--- src/shared/hms_map.svh ---
// Register map, field positions and timing counts of the homing method selector.
// Assumes a 100 MHz clock and a 32-bit Avalon-MM slave with word addressing by byte.
// Overview of operation
// - Host writes a method number; device picks reference and start direction from it.
// - Methods 1 to 14 finish on the encoder index pulse.
// - Methods 17 to 30 use switches only, never the index pulse.
// - Methods 17 to 30 travel like their counterpart 16 lower but skip the index search.
// - Methods 33 and 34 reference to the next index pulse, no switch.
// - Method 35 takes the present position, no movement.
// - Negative method means block detection replaces the limit switch.
// - Block methods -1, -2, -7 to -14 also use the index pulse.
// - Block methods -17, -18, -23 to -30 do not use the index pulse.
// - Block homing works only in closed-loop operation.
// - Block is detected when motor current exceeds the block threshold.
// - After block detection keep driving for the blocking duration.
// - Method 1 uses negative limit then index; method 2 positive limit then index.
// - Methods 3 and 4 use the home switch left edge then index.
// - Methods 5 and 6 use the home switch right edge then index.
// - Methods 7-10 watch positive limit, 11-14 negative limit, home switch then index.
// - Methods 7 to 14 give the same result from any start position.
// - Method 17 negative limit, method 18 positive limit, no index.
// - Methods 19,20 left home edge; 21,22 right home edge; no index.
// - Methods 23-26 watch positive side, 27-30 negative side, no index.
// - Method 35 runs even when operation is not enabled.
// - Homing starts when control bit 4 rises in mode 6, stops if it falls.
// - Status bits 13,12,10 report running, idle, homed, done and errors.
// - Status bit 12 set after full completion, cleared during later runs and errors.
`ifndef HMS_MAP_SVH
`define HMS_MAP_SVH

`define HMS_OFS_CONTROL 4'h0
`define HMS_OFS_MODE 4'h1
`define HMS_OFS_METHOD 4'h2
`define HMS_OFS_BLKCUR 4'h3
`define HMS_OFS_BLKTIME 4'h4
`define HMS_OFS_STATUS 4'h5
`define HMS_OFS_POS 4'h6
`define HMS_OFS_CTRLX 4'h7

`define HMS_CTL_START 4
`define HMS_ST_TARGET 10
`define HMS_ST_ATTAINED 12
`define HMS_ST_ERROR 13

`define HMS_MODE_HOMING 8'h06
`define HMS_MS_NS 1000000
`define HMS_CYC_NS 10
`define HMS_MS_CYCLES (`HMS_MS_NS / `HMS_CYC_NS)
`define HMS_BLKTIME_RST 16'h0064
`define HMS_BLKCUR_RST 16'h03E8
`define HMS_SETTLE_CYCLES 8'h10

`endif

--- src/shared/hms_pkg.sv ---
// Types of the homing method selector.
// Assumes hms_map.svh holds all numbers.
package hms_pkg;

  typedef enum logic [1:0] {
    HMS_REF_NONE,
    HMS_REF_LIMIT,
    HMS_REF_HOME_LEFT,
    HMS_REF_HOME_RIGHT
  } hms_ref_t;

  // Decoded homing method
  typedef struct packed {
    logic valid;
    logic useIndex;
    logic useBlock;
    logic startPos;
    logic watchPos;
    logic onlyIndex;
    logic hereOnly;
    hms_ref_t refKind;
  } hms_plan_t;

  // Pins from the axis
  typedef struct packed {
    logic limitNeg;
    logic limitPos;
    logic homeSw;
    logic index;
  } hms_pins_t;

  typedef enum logic [2:0] {
    HMS_S_IDLE,
    HMS_S_SEEK,
    HMS_S_BLOCK,
    HMS_S_BACK,
    HMS_S_INDEX,
    HMS_S_STOP
  } hms_state_t;

endpackage

--- src/logic/hms_method_decode.sv ---
// Decodes a signed homing method number into a travel plan.
// Assumes a stable method number; purely combinational.
`timescale 1ns/1ns
`include "hms_map.svh"
module hms_method_decode (
  input wire logic signed [7:0] method,
  output hms_pkg::hms_plan_t plan
);

  logic [7:0] mag;
  logic [7:0] base;

  always_comb begin
    plan = '0;
    plan.refKind = hms_pkg::HMS_REF_NONE;
    mag = method[7] ? 8'(-method) : 8'(method);
    // Profiles 17..30 equal 1..14 without index
    base = (mag >= 8'h11 && mag <= 8'h1E) ? 8'(mag - 8'h10) : mag;
    if (mag >= 8'h01 && mag <= 8'h0E) begin
      plan.valid = 1'b1;
      plan.useIndex = 1'b1;
    end else if (mag >= 8'h11 && mag <= 8'h1E) begin
      plan.valid = 1'b1;
      plan.useIndex = 1'b0;
    end
    if (method[7]) begin
      plan.useBlock = 1'b1;
      // Block only for limit and 7..14 style profiles
      if (base >= 8'h03 && base <= 8'h06) begin
        plan.valid = 1'b0;
      end
    end
    unique case (base)
      8'h01: begin
        plan.refKind = hms_pkg::HMS_REF_LIMIT;
        plan.startPos = 1'b0;
      end
      8'h02: begin
        plan.refKind = hms_pkg::HMS_REF_LIMIT;
        plan.startPos = 1'b1;
      end
      8'h03, 8'h04: begin
        plan.refKind = hms_pkg::HMS_REF_HOME_LEFT;
        plan.startPos = base[0];
      end
      8'h05, 8'h06: begin
        plan.refKind = hms_pkg::HMS_REF_HOME_RIGHT;
        plan.startPos = base[0];
      end
      8'h07, 8'h08, 8'h09, 8'h0A: begin
        plan.watchPos = 1'b1;
        plan.startPos = 1'b1;
        plan.refKind = base[1] ? hms_pkg::HMS_REF_HOME_RIGHT : hms_pkg::HMS_REF_HOME_LEFT;
      end
      8'h0B, 8'h0C, 8'h0D, 8'h0E: begin
        plan.watchPos = 1'b0;
        plan.startPos = 1'b0;
        plan.refKind = base[1] ? hms_pkg::HMS_REF_HOME_LEFT : hms_pkg::HMS_REF_HOME_RIGHT;
      end
      8'h21, 8'h22: begin
        if (!method[7]) begin
          plan.valid = 1'b1;
          plan.useIndex = 1'b1;
          plan.onlyIndex = 1'b1;
          plan.startPos = base[0] ? 1'b0 : 1'b1;
        end
      end
      8'h23: begin
        if (!method[7]) begin
          plan.valid = 1'b1;
          plan.hereOnly = 1'b1;
        end
      end
      default: begin
        plan.refKind = hms_pkg::HMS_REF_NONE;
      end
    endcase
  end

endmodule // hms_method_decode

--- src/logic/homing_method_selector.sv ---
// Homing sequencer with an Avalon-MM register slave.
// Assumes switch and index pins are asynchronous; motor current and position
// come from same-clock logic; drive speed command goes to the motion core.
//
// Design decisions made here: the Avalon-MM slave port and the placing of the registers.
`timescale 1ns/1ns
`include "hms_map.svh"
module homing_method_selector (
  input wire logic clk,
  input wire logic sys_rst,
  input wire logic [3:0] avsAddress,
  input wire logic avsRead,
  input wire logic avsWrite,
  input wire logic [31:0] avsWriteData,
  input wire logic [3:0] avsByteEnable,
  output logic [31:0] avsReadData,
  output logic avsWaitRequest,
  input wire hms_pkg::hms_pins_t pins,
  input wire logic [15:0] motorCurrent,
  input wire logic signed [31:0] actualPosition,
  input wire logic closedLoop,
  input wire logic operationEnabled,
  input wire logic motorStill,
  output logic driveEnable,
  output logic driveDirPos,
  output logic driveSlow,
  output logic homeLatch,
  output logic signed [31:0] homePosition
);

  // ----------------------------------------------------------------
  // Register bus
  // ----------------------------------------------------------------
  logic [15:0] controlWord;
  logic [7:0] opMode;
  logic signed [7:0] method;
  logic [15:0] blockCurrent;
  logic [15:0] blockTime;
  logic [2:0] statusBits;
  logic busPhase;

  // One wait cycle for every access
  always_ff @(posedge clk or posedge sys_rst) begin
    if (sys_rst) begin
      busPhase <= 1'b0;
    end else begin
      busPhase <= (avsRead || avsWrite) && !busPhase;
    end
  end

  assign avsWaitRequest = (avsRead || avsWrite) && !busPhase;
  wire busWrite = avsWrite && busPhase;

  always_ff @(posedge clk or posedge sys_rst) begin
    if (sys_rst) begin
      controlWord <= 16'h0000;
      opMode <= 8'h00;
      method <= 8'h00;
      blockCurrent <= `HMS_BLKCUR_RST;
      blockTime <= `HMS_BLKTIME_RST;
    end else if (busWrite) begin
      unique case (avsAddress)
        `HMS_OFS_CONTROL: begin
          if (avsByteEnable[0]) controlWord[7:0] <= avsWriteData[7:0];
          if (avsByteEnable[1]) controlWord[15:8] <= avsWriteData[15:8];
        end
        `HMS_OFS_MODE: begin
          if (avsByteEnable[0]) opMode <= avsWriteData[7:0];
        end
        `HMS_OFS_METHOD: begin
          if (avsByteEnable[0]) method <= avsWriteData[7:0];
        end
        `HMS_OFS_BLKCUR: begin
          if (avsByteEnable[0]) blockCurrent[7:0] <= avsWriteData[7:0];
          if (avsByteEnable[1]) blockCurrent[15:8] <= avsWriteData[15:8];
        end
        `HMS_OFS_BLKTIME: begin
          if (avsByteEnable[0]) blockTime[7:0] <= avsWriteData[7:0];
          if (avsByteEnable[1]) blockTime[15:8] <= avsWriteData[15:8];
        end
        default: begin
        end
      endcase
    end
  end

  logic [15:0] statusWord;
  always_comb begin
    statusWord = 16'h0000;
    statusWord[`HMS_ST_ERROR] = statusBits[2];
    statusWord[`HMS_ST_ATTAINED] = statusBits[1];
    statusWord[`HMS_ST_TARGET] = statusBits[0];
  end

  always_ff @(posedge clk or posedge sys_rst) begin
    if (sys_rst) begin
      avsReadData <= 32'h00000000;
    end else if (avsRead && !busPhase) begin
      unique case (avsAddress)
        `HMS_OFS_CONTROL: avsReadData <= {16'h0000, controlWord};
        `HMS_OFS_MODE: avsReadData <= {24'h000000, opMode};
        `HMS_OFS_METHOD: avsReadData <= {{24{method[7]}}, method};
        `HMS_OFS_BLKCUR: avsReadData <= {16'h0000, blockCurrent};
        `HMS_OFS_BLKTIME: avsReadData <= {16'h0000, blockTime};
        `HMS_OFS_STATUS: avsReadData <= {16'h0000, statusWord};
        `HMS_OFS_POS: avsReadData <= homePosition;
        default: avsReadData <= 32'h00000000;
      endcase
    end
  end

  // ----------------------------------------------------------------
  // Pin synchronisers
  // ----------------------------------------------------------------
  logic [3:0] syncA;
  logic [3:0] syncB;
  logic [3:0] syncC;
  logic [3:0] pinLevel;
  logic [3:0] pinPrev;

  always_ff @(posedge clk or posedge sys_rst) begin
    if (sys_rst) begin
      syncA <= 4'h0;
      syncB <= 4'h0;
      syncC <= 4'h0;
      pinLevel <= 4'h0;
      pinPrev <= 4'h0;
    end else begin
      syncA <= pins;
      syncB <= syncA;
      syncC <= syncB;
      pinPrev <= pinLevel;
      for (int i = 0; i < 4; i++) begin
        if (syncB[i] == syncC[i]) pinLevel[i] <= syncC[i];
      end
    end
  end

  wire limNeg = pinLevel[3];
  wire limPos = pinLevel[2];
  wire homeSw = pinLevel[1];
  wire indexRise = pinLevel[0] && !pinPrev[0];
  wire homeRise = pinLevel[1] && !pinPrev[1];
  wire homeFall = !pinLevel[1] && pinPrev[1];

  // ----------------------------------------------------------------
  // Method decode
  // ----------------------------------------------------------------
  hms_pkg::hms_plan_t plan;
  hms_pkg::hms_plan_t runPlan;

  hms_method_decode decoder (
    .method(method),
    .plan(plan)
  );

  // ----------------------------------------------------------------
  // Start and abort
  // ----------------------------------------------------------------
  logic startPrev;
  wire startBit = controlWord[`HMS_CTL_START];
  wire inHoming = opMode == `HMS_MODE_HOMING;
  wire startEdge = inHoming && startBit && !startPrev;
  wire canRun = plan.valid && (plan.hereOnly || operationEnabled)
    && (!plan.useBlock || closedLoop);

  always_ff @(posedge clk or posedge sys_rst) begin
    if (sys_rst) startPrev <= 1'b0;
    else startPrev <= startBit;
  end

  // ----------------------------------------------------------------
  // Block timing
  // ----------------------------------------------------------------
  logic [23:0] msCount;
  logic [15:0] blockMs;
  wire msTick = msCount == 24'(`HMS_MS_CYCLES - 1);
  hms_pkg::hms_state_t state;

  always_ff @(posedge clk or posedge sys_rst) begin
    if (sys_rst) msCount <= 24'h000000;
    else if (state != hms_pkg::HMS_S_BLOCK || msTick) msCount <= 24'h000000;
    else msCount <= 24'(msCount + 24'h000001);
  end

  wire blockHit = motorCurrent > blockCurrent;

  // ----------------------------------------------------------------
  // Sequencer
  // ----------------------------------------------------------------
  logic dirPos;
  logic leftSeen;
  logic attained;
  logic failed;
  wire stopCmd = !startBit || !inHoming;
  wire limitAhead = dirPos ? limPos : limNeg;
  wire endHit = runPlan.useBlock ? blockHit : limitAhead;
  // Edge seen moving: left edge is entry going positive or exit going negative
  wire leftEdge = dirPos ? homeRise : homeFall;
  wire rightEdge = dirPos ? homeFall : homeRise;
  wire wantEdge = runPlan.refKind == hms_pkg::HMS_REF_HOME_LEFT ? leftEdge : rightEdge;
  // Final approach direction for a home edge
  wire approachPos = runPlan.refKind == hms_pkg::HMS_REF_HOME_RIGHT;

  always_ff @(posedge clk or posedge sys_rst) begin
    if (sys_rst) begin
      state <= hms_pkg::HMS_S_IDLE;
      runPlan <= '0;
      dirPos <= 1'b0;
      leftSeen <= 1'b0;
      blockMs <= 16'h0000;
      failed <= 1'b0;
      homeLatch <= 1'b0;
      homePosition <= 32'sh00000000;
    end else begin
      homeLatch <= 1'b0;
      unique case (state)
        hms_pkg::HMS_S_IDLE: begin
          if (startEdge && canRun) begin
            runPlan <= plan;
            dirPos <= plan.startPos;
            failed <= 1'b0;
            leftSeen <= 1'b0;
            if (plan.hereOnly) begin
              homePosition <= actualPosition;
              homeLatch <= 1'b1;
              state <= hms_pkg::HMS_S_STOP;
            end else if (plan.onlyIndex) begin
              state <= hms_pkg::HMS_S_INDEX;
            end else begin
              state <= hms_pkg::HMS_S_SEEK;
            end
          end
        end
        hms_pkg::HMS_S_SEEK: begin
          if (stopCmd) begin
            state <= hms_pkg::HMS_S_IDLE;
          end else if (runPlan.refKind == hms_pkg::HMS_REF_LIMIT) begin
            if (endHit) begin
              state <= runPlan.useBlock ? hms_pkg::HMS_S_BLOCK : hms_pkg::HMS_S_BACK;
              blockMs <= 16'h0000;
            end
          end else if (wantEdge && dirPos == approachPos) begin
            state <= runPlan.useIndex ? hms_pkg::HMS_S_INDEX : hms_pkg::HMS_S_STOP;
            if (!runPlan.useIndex) begin
              homePosition <= actualPosition;
              homeLatch <= 1'b1;
            end
          end else if (endHit) begin
            if (runPlan.useBlock) begin
              state <= hms_pkg::HMS_S_BLOCK;
              blockMs <= 16'h0000;
            end else begin
              dirPos <= !dirPos;
            end
          end else if (homeSw && dirPos != approachPos && homeFall == 1'b0) begin
            leftSeen <= 1'b1;
          end
        end
        hms_pkg::HMS_S_BLOCK: begin
          // Keep pushing against the stop for the blocking time
          if (stopCmd) begin
            state <= hms_pkg::HMS_S_IDLE;
          end else if (!blockHit && blockMs == 16'h0000 && msCount == 24'h000000) begin
            failed <= 1'b1;
            state <= hms_pkg::HMS_S_STOP;
          end else if (msTick) begin
            blockMs <= 16'(blockMs + 16'h0001);
            if (16'(blockMs + 16'h0001) >= blockTime) begin
              dirPos <= !dirPos;
              state <= runPlan.refKind == hms_pkg::HMS_REF_LIMIT
                ? hms_pkg::HMS_S_BACK : hms_pkg::HMS_S_SEEK;
            end
          end
        end
        hms_pkg::HMS_S_BACK: begin
          // Leave the limit or block, then latch or hunt index
          if (stopCmd) begin
            state <= hms_pkg::HMS_S_IDLE;
          end else if (runPlan.useBlock ? !blockHit : !(limNeg || limPos)) begin
            if (runPlan.useIndex) begin
              state <= hms_pkg::HMS_S_INDEX;
            end else begin
              homePosition <= actualPosition;
              homeLatch <= 1'b1;
              state <= hms_pkg::HMS_S_STOP;
            end
          end else begin
            dirPos <= !runPlan.startPos;
          end
        end
        hms_pkg::HMS_S_INDEX: begin
          if (stopCmd) begin
            state <= hms_pkg::HMS_S_IDLE;
          end else if (indexRise) begin
            homePosition <= actualPosition;
            homeLatch <= 1'b1;
            state <= hms_pkg::HMS_S_STOP;
          end else if (limNeg || limPos) begin
            failed <= 1'b1;
            state <= hms_pkg::HMS_S_STOP;
          end
        end
        hms_pkg::HMS_S_STOP: begin
          if (stopCmd) state <= hms_pkg::HMS_S_IDLE;
        end
        default: state <= hms_pkg::HMS_S_IDLE;
      endcase
    end
  end

  // ----------------------------------------------------------------
  // Homed flag and status
  // ----------------------------------------------------------------
  wire running = state != hms_pkg::HMS_S_IDLE && state != hms_pkg::HMS_S_STOP;

  always_ff @(posedge clk or posedge sys_rst) begin
    if (sys_rst) attained <= 1'b0;
    else if (homeLatch) attained <= 1'b1;
    else if (running || failed) attained <= 1'b0;
  end

  always_ff @(posedge clk or posedge sys_rst) begin
    if (sys_rst) begin
      statusBits <= 3'b001;
    end else if (failed) begin
      statusBits <= motorStill ? 3'b101 : 3'b100;
    end else if (running) begin
      statusBits <= 3'b000;
    end else if (attained) begin
      statusBits <= (state == hms_pkg::HMS_S_STOP && motorStill) ? 3'b011 : 3'b010;
    end else begin
      statusBits <= 3'b001;
    end
  end

  // ----------------------------------------------------------------
  // Drive command
  // ----------------------------------------------------------------
  always_ff @(posedge clk or posedge sys_rst) begin
    if (sys_rst) begin
      driveEnable <= 1'b0;
      driveDirPos <= 1'b0;
      driveSlow <= 1'b0;
    end else begin
      driveEnable <= running;
      driveDirPos <= dirPos;
      driveSlow <= state == hms_pkg::HMS_S_INDEX || state == hms_pkg::HMS_S_BACK;
    end
  end

endmodule // homing_method_selector

--- config.mk ---
export PLATFORM = sky130hd
export DESIGN_NAME = homing_method_selector
export DESIGN_NICKNAME = d
export VERILOG_FILES = /design/src/shared/hms_pkg.sv /design/src/logic/hms_method_decode.sv /design/src/logic/homing_method_selector.sv
export VERILOG_INCLUDE_DIRS = /design/src /design/src/shared
export SDC_FILE = /design/constraint.sdc
export NUM_CORES = 1
export LEC_CHECK = 0
export CORE_UTILIZATION = 49
export CTS_CLUSTER_DIAMETER = 30
export DETAILED_ROUTE_END_ITERATION = 6
export DONT_BUFFER_PORTS = 1
export SYNTH_ARGS = -nofsm -noshare
export SYNTH_HDL_FRONTEND = slang
export SYNTH_SLANG_ARGS = --single-unit
--- constraint.sdc ---
create_clock -name clk -period 14.8 [get_ports clk]
set_clock_uncertainty 0.15 [all_clocks]
set_input_delay 0.74 -clock clk [delete_from_list [all_inputs] [get_ports clk]]
set_output_delay 0.74 -clock clk [all_outputs]
set_load 0.005 [all_outputs]
==> qor.txt, run 1 <==
Status - complete, no violations
Worst EP required - 15.05 ns
Chip height - 149 um
# resized after CTS - 0
F_max - 231 MHz
Core Area - 21000 sq um
WL per Instance - 19.3 um
Syn Area/Cell - 10.2 sq um
CP Max Fanout - 32
Post-synth top flop - dfrtp_1
Area of the mapped netlist - 10500 sq um
Max Buffers Root-to-Sink - 3
Synth area leader - dfrtp_1
Critical path class - register to register
Number of nets still failing antenna checks after routing - 0
VDD IR max - 0.0964 mV
Top Ports - 168
Initial core utilization - 50.1%
GRT busiest layer - met2
Die width - 149 um
Synth Instances - 1037
Hold Buf Count CTS - 0
Library cells used by synthesis - 70
Synth top area share - 46.6%
Power density over cell area - 150 nW/um^2
Initial antenna violation count - 0
GRT overflow - 0
Worst setup slack after layout - 10.47 ns
Post-CTS setup buffers - 0
# Max-Cap Violations - 0
Crit-path slowest cell - dfrtp_1
Largest net degree at the start of global routing - 138
Syn. warnings - 0
Grt met2 use - 37.6%
Share of layout cells above drive strength 1 - 16.1%
Cell Chain, Critical Path - inv_1 -> ha_1 -> nor2b_1 -> xor2_1 -> and2_1 -> a31oi_1 -> o211ai_2 -> or4_1 -> a2bb2oi_4 -> buf_4 -> mux2_1
Leak Pwr - 5.73 nW
Routed vias/inst - 5.82
Vias in the first global route - 7753
Row cnt - 53
Register area share after synthesis - 49.0%
Vias - 7920
CTS H-tree lvls - 2
Worst Path Arrival - 4.58 ns
EDFF count, synth - 0
Worst-path clk slew - 0.04 ns
Worst-Margin Slew - 1.19 ns
Total Routing Usage GR - 24.5%
TNS Setup - 0 ns
Fin. Hold Viols - 0
DR iter-0 viols - 480
Area grow syn2layout - 17.8%
Final nets - 1184
CTS root buf - clkbuf_16
GRT met3 Usage - 5.25%
Fill cells - 1745
Tcrit/Tclk final - 29.3%
Placer Congestion - 0.859
Worst min path class - input pin to register
Fin. max-slew vios - 0
Drt total wl - 26.3 mm
Seq cells post-synth - 206
Total CTS buffers - 47
CTS tree - done
DP HPWL - 18.2 mm
CP Launch Type - register
Tmin final - 4.33 ns
Unrepaired setup endpoints after global routing - no
Max stage delay on crit path - 0.66 ns
Synth top area cells - dfrtp_1 (47%), nand2_1 (4.5%), ha_1 (4.4%)
First-pass GRT wire length - 42.3 mm
Clock Latency Late Sink - 0.52 ns
DRC violations left - 0
CP Capture Type - register
Port bufs - 0
Clk sinks - 206
Antenna fix cells - 0
Grt met1 use - 34.7%
Setup Viol. Count Final - 0
Worst slack, placed - 10.51 ns
Relative slew slack - 20.4%
Syn nets - 1173
First-pass DRT Iterations - 5
Area of the die - 22100 sq um
FFs w/ async S/R, synth - 100%
[power breakdown]
group | switching [mW] | internal, mW | leakage, nW
sequential | 0.0378 | 0.609 | 2.69
clock | 0.314 | 0.747 | 0.804
combinational | 0.0960 | 0.0617 | 2.23
[stage by stage]
step / hold slack, ns / cell area [sq um] / power [mW] / instances / utilization (%)
CTS: 0.0748 / 12400 / 1.88 / 1361 / 59.0
floorplan: 0.181 / 10500 / 0.764 / 1037 / -
global route: 0.0686 / 12400 / 1.94 / 1361 / 59.0
finish: 0.0947 / 12400 / 1.87 / 1361 / 59.0
global placement: 0.185 / 10800 / 0.809 / 1274 / 51.2
detailed placement: 0.186 / 10800 / 0.812 / 1274 / 51.2
[final cells by class]
type / instances / area [sq um] / share of cell area [%]
flip-flops and latches: 206 / 5170 / 41.6
multi-input cells: 735 / 4980 / 40.1
clock buffers: 66 / 1340 / 10.8
well taps: 275 / 344 / 2.77
clock inverters: 21 / 314 / 2.53
inverters: 48 / 188 / 1.51
repair buffers: 10 / 75.1 / 0.605
[final timing paths]
path | start | endpoint | slack [ns] | cells past startpoint
setup / recovery | method[0] | homePosition[30] | 10.47 | 11
hold / removal | pins[1] | syncA[1] | 0.09 | 0
setup reg to reg | method[0] | homePosition[30] | 10.47 | 11
hold reg to reg | syncA[3] | syncB[3] | 0.19 | 0
max in group asynchronous | sys_rst | avsReadData[2] | 12.99 | 2
min in group asynchronous | sys_rst | blockCurrent[1] | 0.11 | 1
[cell usage after synthesis (all sizes together), types with 14 or more instances]
cell,instances
xor2,24
nand4,15
inv,48
xnor2,17
mux2,67
o21ai,100
nor2,70
a21oi,50
and3,14
clkbuf,41
nor4,17
ha,37
nand3,26
a221oi,14
nand2b,16
a22oi,22
nand2,125
dfrtp,196
[worst max-delay path, delay by kind of cell (launching register included)]
| family | cells | cell delay [ns] |
|---|---|---|
| AO/OA/AOI/OAI | 3 | 0.73 |
| buffers and inverters | 2 | 0.54 |
| multiplexers | 1 | 0.40 |
| AND/OR/NAND/NOR | 3 | 1.19 |
| flip-flops | 1 | 0.66 |
| XOR/XNOR | 1 | 0.17 |
| adder cells (fa/ha/maj) | 1 | 0.33 |
[cell families after synthesis]
group / count (synthesis) / synth area share, %
DFF: 206 / 49.0
xor gates and xnor gates: 41 / 3.41
adders and majority gates: 42 / 4.87
buffers and inverters: 96 / 3.93
and+or+nand+nor: 329 / 14.8
muxes: 69 / 8.42
AOI/OAI and AO/OA: 254 / 15.5
[state kept, by name, indices dropped and copies added, names as in the netlist, 2 cells and up]
signal	flops
pinPrev	2
blockMs	16
controlWord	16
opMode	8
runPlan	5
syncB	4
blockCurrent	16
syncA	4
syncC	4
homePosition	32
blockTime	16
statusBits	3
method	8
state	3
msCount	24
avsReadData	32
pinLevel	4
[per-layer routing]
metal	up-vias	routed length (um)	part of all wire, %
met4	0	449	1.7
met5	-	0	0
li1	3751	-	-
met2	262	12000	46
met1	3866	11900	45
met3	41	1900	7.2
[cell usage in the layout (no fill, tap or decap), drive strengths merged, types with 13 or more instances in the layout]
| cell type | count |
|---|---|
| o21ai | 100 |
| nor4 | 17 |
| nor2 | 70 |
| nand2 | 125 |
| nor3 | 13 |
| xor2 | 24 |
| ha | 37 |
| inv | 48 |
| and3 | 14 |
| xnor2 | 17 |
| nand2b | 16 |
| dfrtp | 196 |
| nand4 | 15 |
| a221oi | 14 |
| mux2 | 67 |
| nand3 | 26 |
| clkbuf | 66 |
| a22oi | 22 |
| a21oi | 50 |
(Power assumes the default switching activity.)
==> inputs of run 2 (changes only) <==
Clock period 14.8 ns to 4.2 ns, I/O delays scaled along.
==> qor.txt, run 2 (same netlist as run 1, synthesis figures left out) <==
Status - complete, no violations
Placer Congestion - 0.859 (about the same)
Clk sinks - 206 (unchanged)
Top Ports - 168 (unchanged)
Fin. Hold Viols - 0 (unchanged)
Routed length on met3 - 1.67 mm (-12%)
F_max - 264 MHz (+14%)
VDD IR max - 0.455 mV (+370%)
Share of layout cells above drive strength 1 - 16.3% (+0.21 points)
CP Capture Type - register
CTS tree - done
Worst min path class - input pin to register
CP Max Fanout - 7 (-78%)
Worst-path clk slew - 0.05 ns (about the same)
Vias in the first global route - 8323 (+7.4%)
Final core utilization - 62.6% (+3.6 points)
Total Routing Usage GR - 25.3% (+0.76 points)
Most common cell after layout, fill and taps aside - dfrtp_1
DP HPWL - 18.6 mm (+2.4%)
Worst-Margin Slew - 1.16 ns (-0.0334 ns)
DRC violations left - 0 (unchanged)
WL per Instance - 19.2 um (-0.56%)
Worst EP required - 4.48 ns (-10.57 ns)
Relative slew slack - 22.6% (+2.2 points)
Port bufs - 0 (unchanged)
Met2 wire len - 12.8 mm (+6.3%)
GRT overflow - 0 (unchanged)
Initial antenna violation count - 1 (+1)
First-pass DRT Iterations - 5 (unchanged)
CTS root buf - clkbuf_16
TNS Setup - 0 ns (unchanged)
Total CTS buffers - 49 (+4.3%)
Largest regs - avsReadData: 32 flops, homePosition: 32 flops, msCount: 24 flops
Power density over cell area - 512 nW/um^2 (+240%)
Final nets - 1255 (+6.0%)
Worst Path Arrival - 4.06 ns (-0.52 ns)
DR iter-0 viols - 432 (-10%)
# resized after CTS - 0 (unchanged)
Largest net degree at the start of global routing - 120 (-13%)
Area grow syn2layout - 24.9%
Fill cells - 1707 (-2.2%)
Antenna fix cells - 0 (unchanged)
Max Buffers Root-to-Sink - 3 (unchanged)
CTS H-tree lvls - 2 (unchanged)
M1 wire length - 12.6 mm (+5.4%)
Core Area - 21000 sq um (unchanged)
Drt total wl - 27.6 mm (+4.7%)
Tcrit/Tclk final - 90.2% (+61 points)
CP Launch Type - register
Initial core utilization - 50.1% (unchanged)
Row cnt - 53 (unchanged)
Leak Pwr - 6.07 nW (+5.9%)
Tmin final - 3.79 ns (-0.543 ns)
Chip height - 149 um (unchanged)
Most frequent cells in the layout - dfrtp_1 (196), nand2_1 (125), o21ai_0 (76)
Die width - 149 um (unchanged)
Setup Viol. Count Final - 0 (unchanged)
Fin. max-slew vios - 0 (unchanged)
Clock Latency Late Sink - 0.55 ns (+0.03 ns)
Worst slack, placed - 0.449 ns (-10.06 ns)
Unrepaired setup endpoints after global routing - no
Number of nets still failing antenna checks after routing - 0 (unchanged)
Vias - 8196 (+3.5%)
Worst setup slack after layout - 0.413 ns (-10.06 ns)
First-pass GRT wire length - 44.0 mm (+4.1%)
Max layer used - met5
Area of the die - 22100 sq um (unchanged)
Routed vias/inst - 5.72 (-1.7%)
# Max-Cap Violations - 0 (unchanged)
Critical path class - register to register
[run 2: path summary, 6_finish.rpt]
kind | start | endpoint | cells after the start | slack [ns]
max in group asynchronous | sys_rst | blockMs[10] | 3 | 2.59
setup / recovery | blockMs[2] | state[0] | 15 | 0.41
hold / removal | avsRead | avsReadData[27] | 4 | 0.02
hold reg to reg | syncA[1] | syncB[1] | 0 | 0.19
setup reg to reg | blockMs[2] | state[0] | 15 | 0.41
min in group asynchronous | sys_rst | homePosition[3] | 2 | 0.14
[run 2: critical path, stage by stage, from the launching register on]
cell and delay (ns):
dfrtp_1 0.44, and3_1 0.20, nand3_1 0.11, nor2_1 0.21, and3_1 0.27, and3_1 0.28
nand3_1 0.14, xnor2_1 0.16, ha_1 0.29, nand3_1 0.10, nor3_1 0.28, o21ai_0 0.23
nand3_1 0.14, nand4_1 0.20, and2_1 0.25, o211a_1 0.22
[run 2: where the power goes]
| part | total, mW | leakage, nW | switching (mW) | internal, mW |
|---|---|---|---|---|
| combinational | 0.646 | 2.53 | 0.384 | 0.262 |
| sequential | 2.26 | 2.69 | 0.116 | 2.15 |
| clock | 3.84 | 0.841 | 1.16 | 2.68 |
| total | 6.75 | 6.07 | 1.66 | 5.09 |
[run 2: timing repair]
item	4_1_cts	5_1_grt
setup buffers	0	0
hold buffers	60	0
hold endpoints to repair	137	0
[run 2: area by class of cell]
| cell class | count | area (sq um) | share of cell area, % |
|---|---|---|---|
| clock buffers | 67 | 1390 | 10.6 |
| clock inverters | 23 | 327 | 2.48 |
| inverters | 48 | 184 | 1.40 |
| multi-input cells | 735 | 4980 | 37.8 |
| flip-flops and latches | 206 | 5170 | 39.3 |
| well taps | 275 | 344 | 2.61 |
| repair buffers | 79 | 768 | 5.84 |
[run 2: per-layer routing]
layer	GRT usage (%)	up-vias
li1	-	3898
met1	34.2	4038
met2	40.6	220
met3	5.49	38
met4	7.37	2
met5	0	-
[run 2: through the flow]
step                std cells  hold WS [ns]  power [mW]  instance area (sq um)
finish                   1433        0.0160        6.75                  13200
global route             1433        0.0331        7.02                  13200
CTS                      1433       0.00204        6.80                  13200
detailed placement       1283        0.0771        2.88                  10800
global placement         1283        0.0746        2.86                  10800
floorplan                1037        0.0914        2.69                  10500
==> inputs of run 3 (changes only) <==
Settings changed: PLACE_DENSITY from default to 0.75.
==> qor.txt, run 3 (same netlist as run 1, synthesis figures left out) <==
Status - complete, no violations
Total Routing Usage GR - 25.4% (+0.19 points)
Die width - 149 um (unchanged)
Total CTS buffers - 45 (-8.2%)
GRT overflow - 0 (unchanged)
First-pass GRT wire length - 44.7 mm (+1.4%)
First-pass DRT Iterations - 6 (+1)
Fill cells - 1564 (-8.4%)
Clock Latency Late Sink - 0.54 ns (about the same)
Cell Chain, Critical Path - inv_2 -> ha_1 -> o211ai_1 -> a211oi_4 -> a31oi_1 -> a2111oi_4 -> o211ai_2 -> or4_1 -> a2bb2oi_4 -> buf_12 -> mux2_4
Tcrit/Tclk final - 91.6% (+1.4 points)
Worst-path clk slew - 0.05 ns (about the same)
Worst hold slack - 0.0266 ns (+0.0106 ns)
CP Launch Type - register
Relative slew slack - 25.2% (+2.5 points)
CP Max Fanout - 32 (+25)
Routed vias/inst - 5.90 (+3.1%)
Number of nets still failing antenna checks after routing - 0 (unchanged)
WL per Instance - 19.6 um (+1.9%)
CTS root buf - clkbuf_16
TNS Setup - 0 ns (unchanged)
Power density over cell area - 503 nW/um^2 (-1.8%)
Port bufs - 0 (unchanged)
Clk sinks - 206 (unchanged)
DRC violations left - 0 (unchanged)
VDD IR max - 0.295 mV (-35%)
Worst EP required - 4.47 ns (about the same)
Vias in the first global route - 8477 (+1.9%)
Placement Cell Area - 10800 sq um (about the same)
# Max-Cap Violations - 0 (unchanged)
Core Area - 21000 sq um (unchanged)
Largest net degree at the start of global routing - 96 (-20%)
CP Capture Type - register
Most common cell after layout, fill and taps aside - dfrtp_1
Crit-path slowest cell - or4_1
CTS tree - done
Largest regs - avsReadData: 32 flops, homePosition: 32 flops, msCount: 24 flops
Share of layout cells above drive strength 1 - 15.5% (-0.87 points)
Critical path class - register to register
Area of the die - 22100 sq um (unchanged)
Final nets - 1252 (-0.24%)
Worst-Margin Slew - 1.12 ns (-0.0380 ns)
Top Ports - 168 (unchanged)
Initial antenna violation count - 2 (+1)
Worst Path Arrival - 4.12 ns (+0.06 ns)
Fin. Hold Viols - 0 (unchanged)
Initial core utilization - 50.1% (unchanged)
Worst min path class - input pin to register
DP HPWL - 18.3 mm (-1.5%)
Max stage delay on crit path - 0.63 ns (+0.19 ns)
Setup Viol. Count Final - 0 (unchanged)
Chip height - 149 um (unchanged)
Vias - 8428 (+2.8%)
Drt total wl - 28.0 mm (+1.6%)
Unrepaired setup endpoints after global routing - no
Most frequent cells in the layout - dfrtp_1 (196), nand2_1 (125), o21ai_0 (76)
Area grow syn2layout - 23.9%
Max Buffers Root-to-Sink - 3 (unchanged)
Row cnt - 53 (unchanged)
Fin. max-slew vios - 0 (unchanged)
F_max - 260 MHz (-1.6%)
Tmin final - 3.85 ns (+0.0602 ns)
Placer Congestion - 0.872 (+1.5%)
Post-route cell area - 13100 sq um (-0.82%)
CTS H-tree lvls - 2 (unchanged)
DR iter-0 viols - 717 (+66%)
Leak Pwr - 6.00 nW (-1.1%)
-- run 3: cell types whose count changed in the layout (fill, tap and decap cells not counted), sizes merged --
| cell | previous run | this run |
|---|---|---|
| buf | 19 | 18 |
| bufinv | 6 | 8 |
| clkbuf | 67 | 56 |
| clkinv | 13 | 12 |
| clkinvlp | 4 | 3 |
| diode | 0 | 2 |
| dlygate4sd3 | 60 | 62 |
| inv | 48 | 52 |
-- run 3: path summary, 6_finish.rpt --
check / cells past startpoint / slack, ns / to / start
worst max-delay path: 11 / 0.35 / homePosition[11] / method[1]
worst min-delay path: 4 / 0.03 / avsReadData[15] / avsAddress[2]
worst max register to register: 11 / 0.35 / homePosition[11] / method[1]
worst min register to register: 0 / 0.19 / syncB[0] / syncA[0]
max in group asynchronous: 3 / 2.72 / msCount[15] / sys_rst
min in group asynchronous: 2 / 0.18 / blockCurrent[0] / sys_rst
-- run 3: routing by layer --
layer / up-vias / track usage (%) / part of all wire [%]
met5: - / 0 / 0
met4: 0 / 10.8 / 2.9
met3: 61 / 5.40 / 8.1
met2: 378 / 41.6 / 48
met1: 4112 / 32.6 / 41
li1: 3877 / - / -
-- run 3: stage by stage --
step	std cells	total power, mW	utilization [%]	setup WS (ns)
2_1_floorplan	1037	2.69	-	0.723
3_3_place_gp	1282	2.84	51.6	0.506
3_5_place_dp	1282	2.87	51.6	0.379
4_1_cts	1427	6.61	62.1	0.347
5_1_grt	1429	6.82	62.1	0.0519
6_report	1429	6.57	62.1	0.352
-- run 3: layout make-up --
class,instances,area [sq um],share of cell area [%]
Clock buffer,56,1180,9.02
Timing Repair Buffer,80,793,6.08
Clock inverter,27,410,3.14
Tap cell,275,344,2.64
Antenna cell,2,5.00,0.0383
Sequential cell,206,5170,39.6
Inverter,48,184,1.41
Multi-Input combinational cell,735,4980,38.1
-- run 3: timing repair --
item,CTS,global route
endpoints found under the hold margin,145,0
setup endpoints to repair,0,2
resized for setup,0,1
setup buffers,0,0
hold buffers,62,0
-- run 3: critical path: cells and delay by family, from the launching register on --
family,cells,cell delay (ns)
fa+ha+maj,1,0.27
buf+inv,2,0.32
compound gates,6,1.49
flops,1,0.47
simple gates,1,0.63
mux,1,0.34
-- run 3: power breakdown --
group          total, mW  internal, mW  switching (mW)
sequential          2.26          2.15           0.118
clock               3.65          2.50            1.15
combinational      0.655         0.265           0.390
total               6.57          4.91            1.66
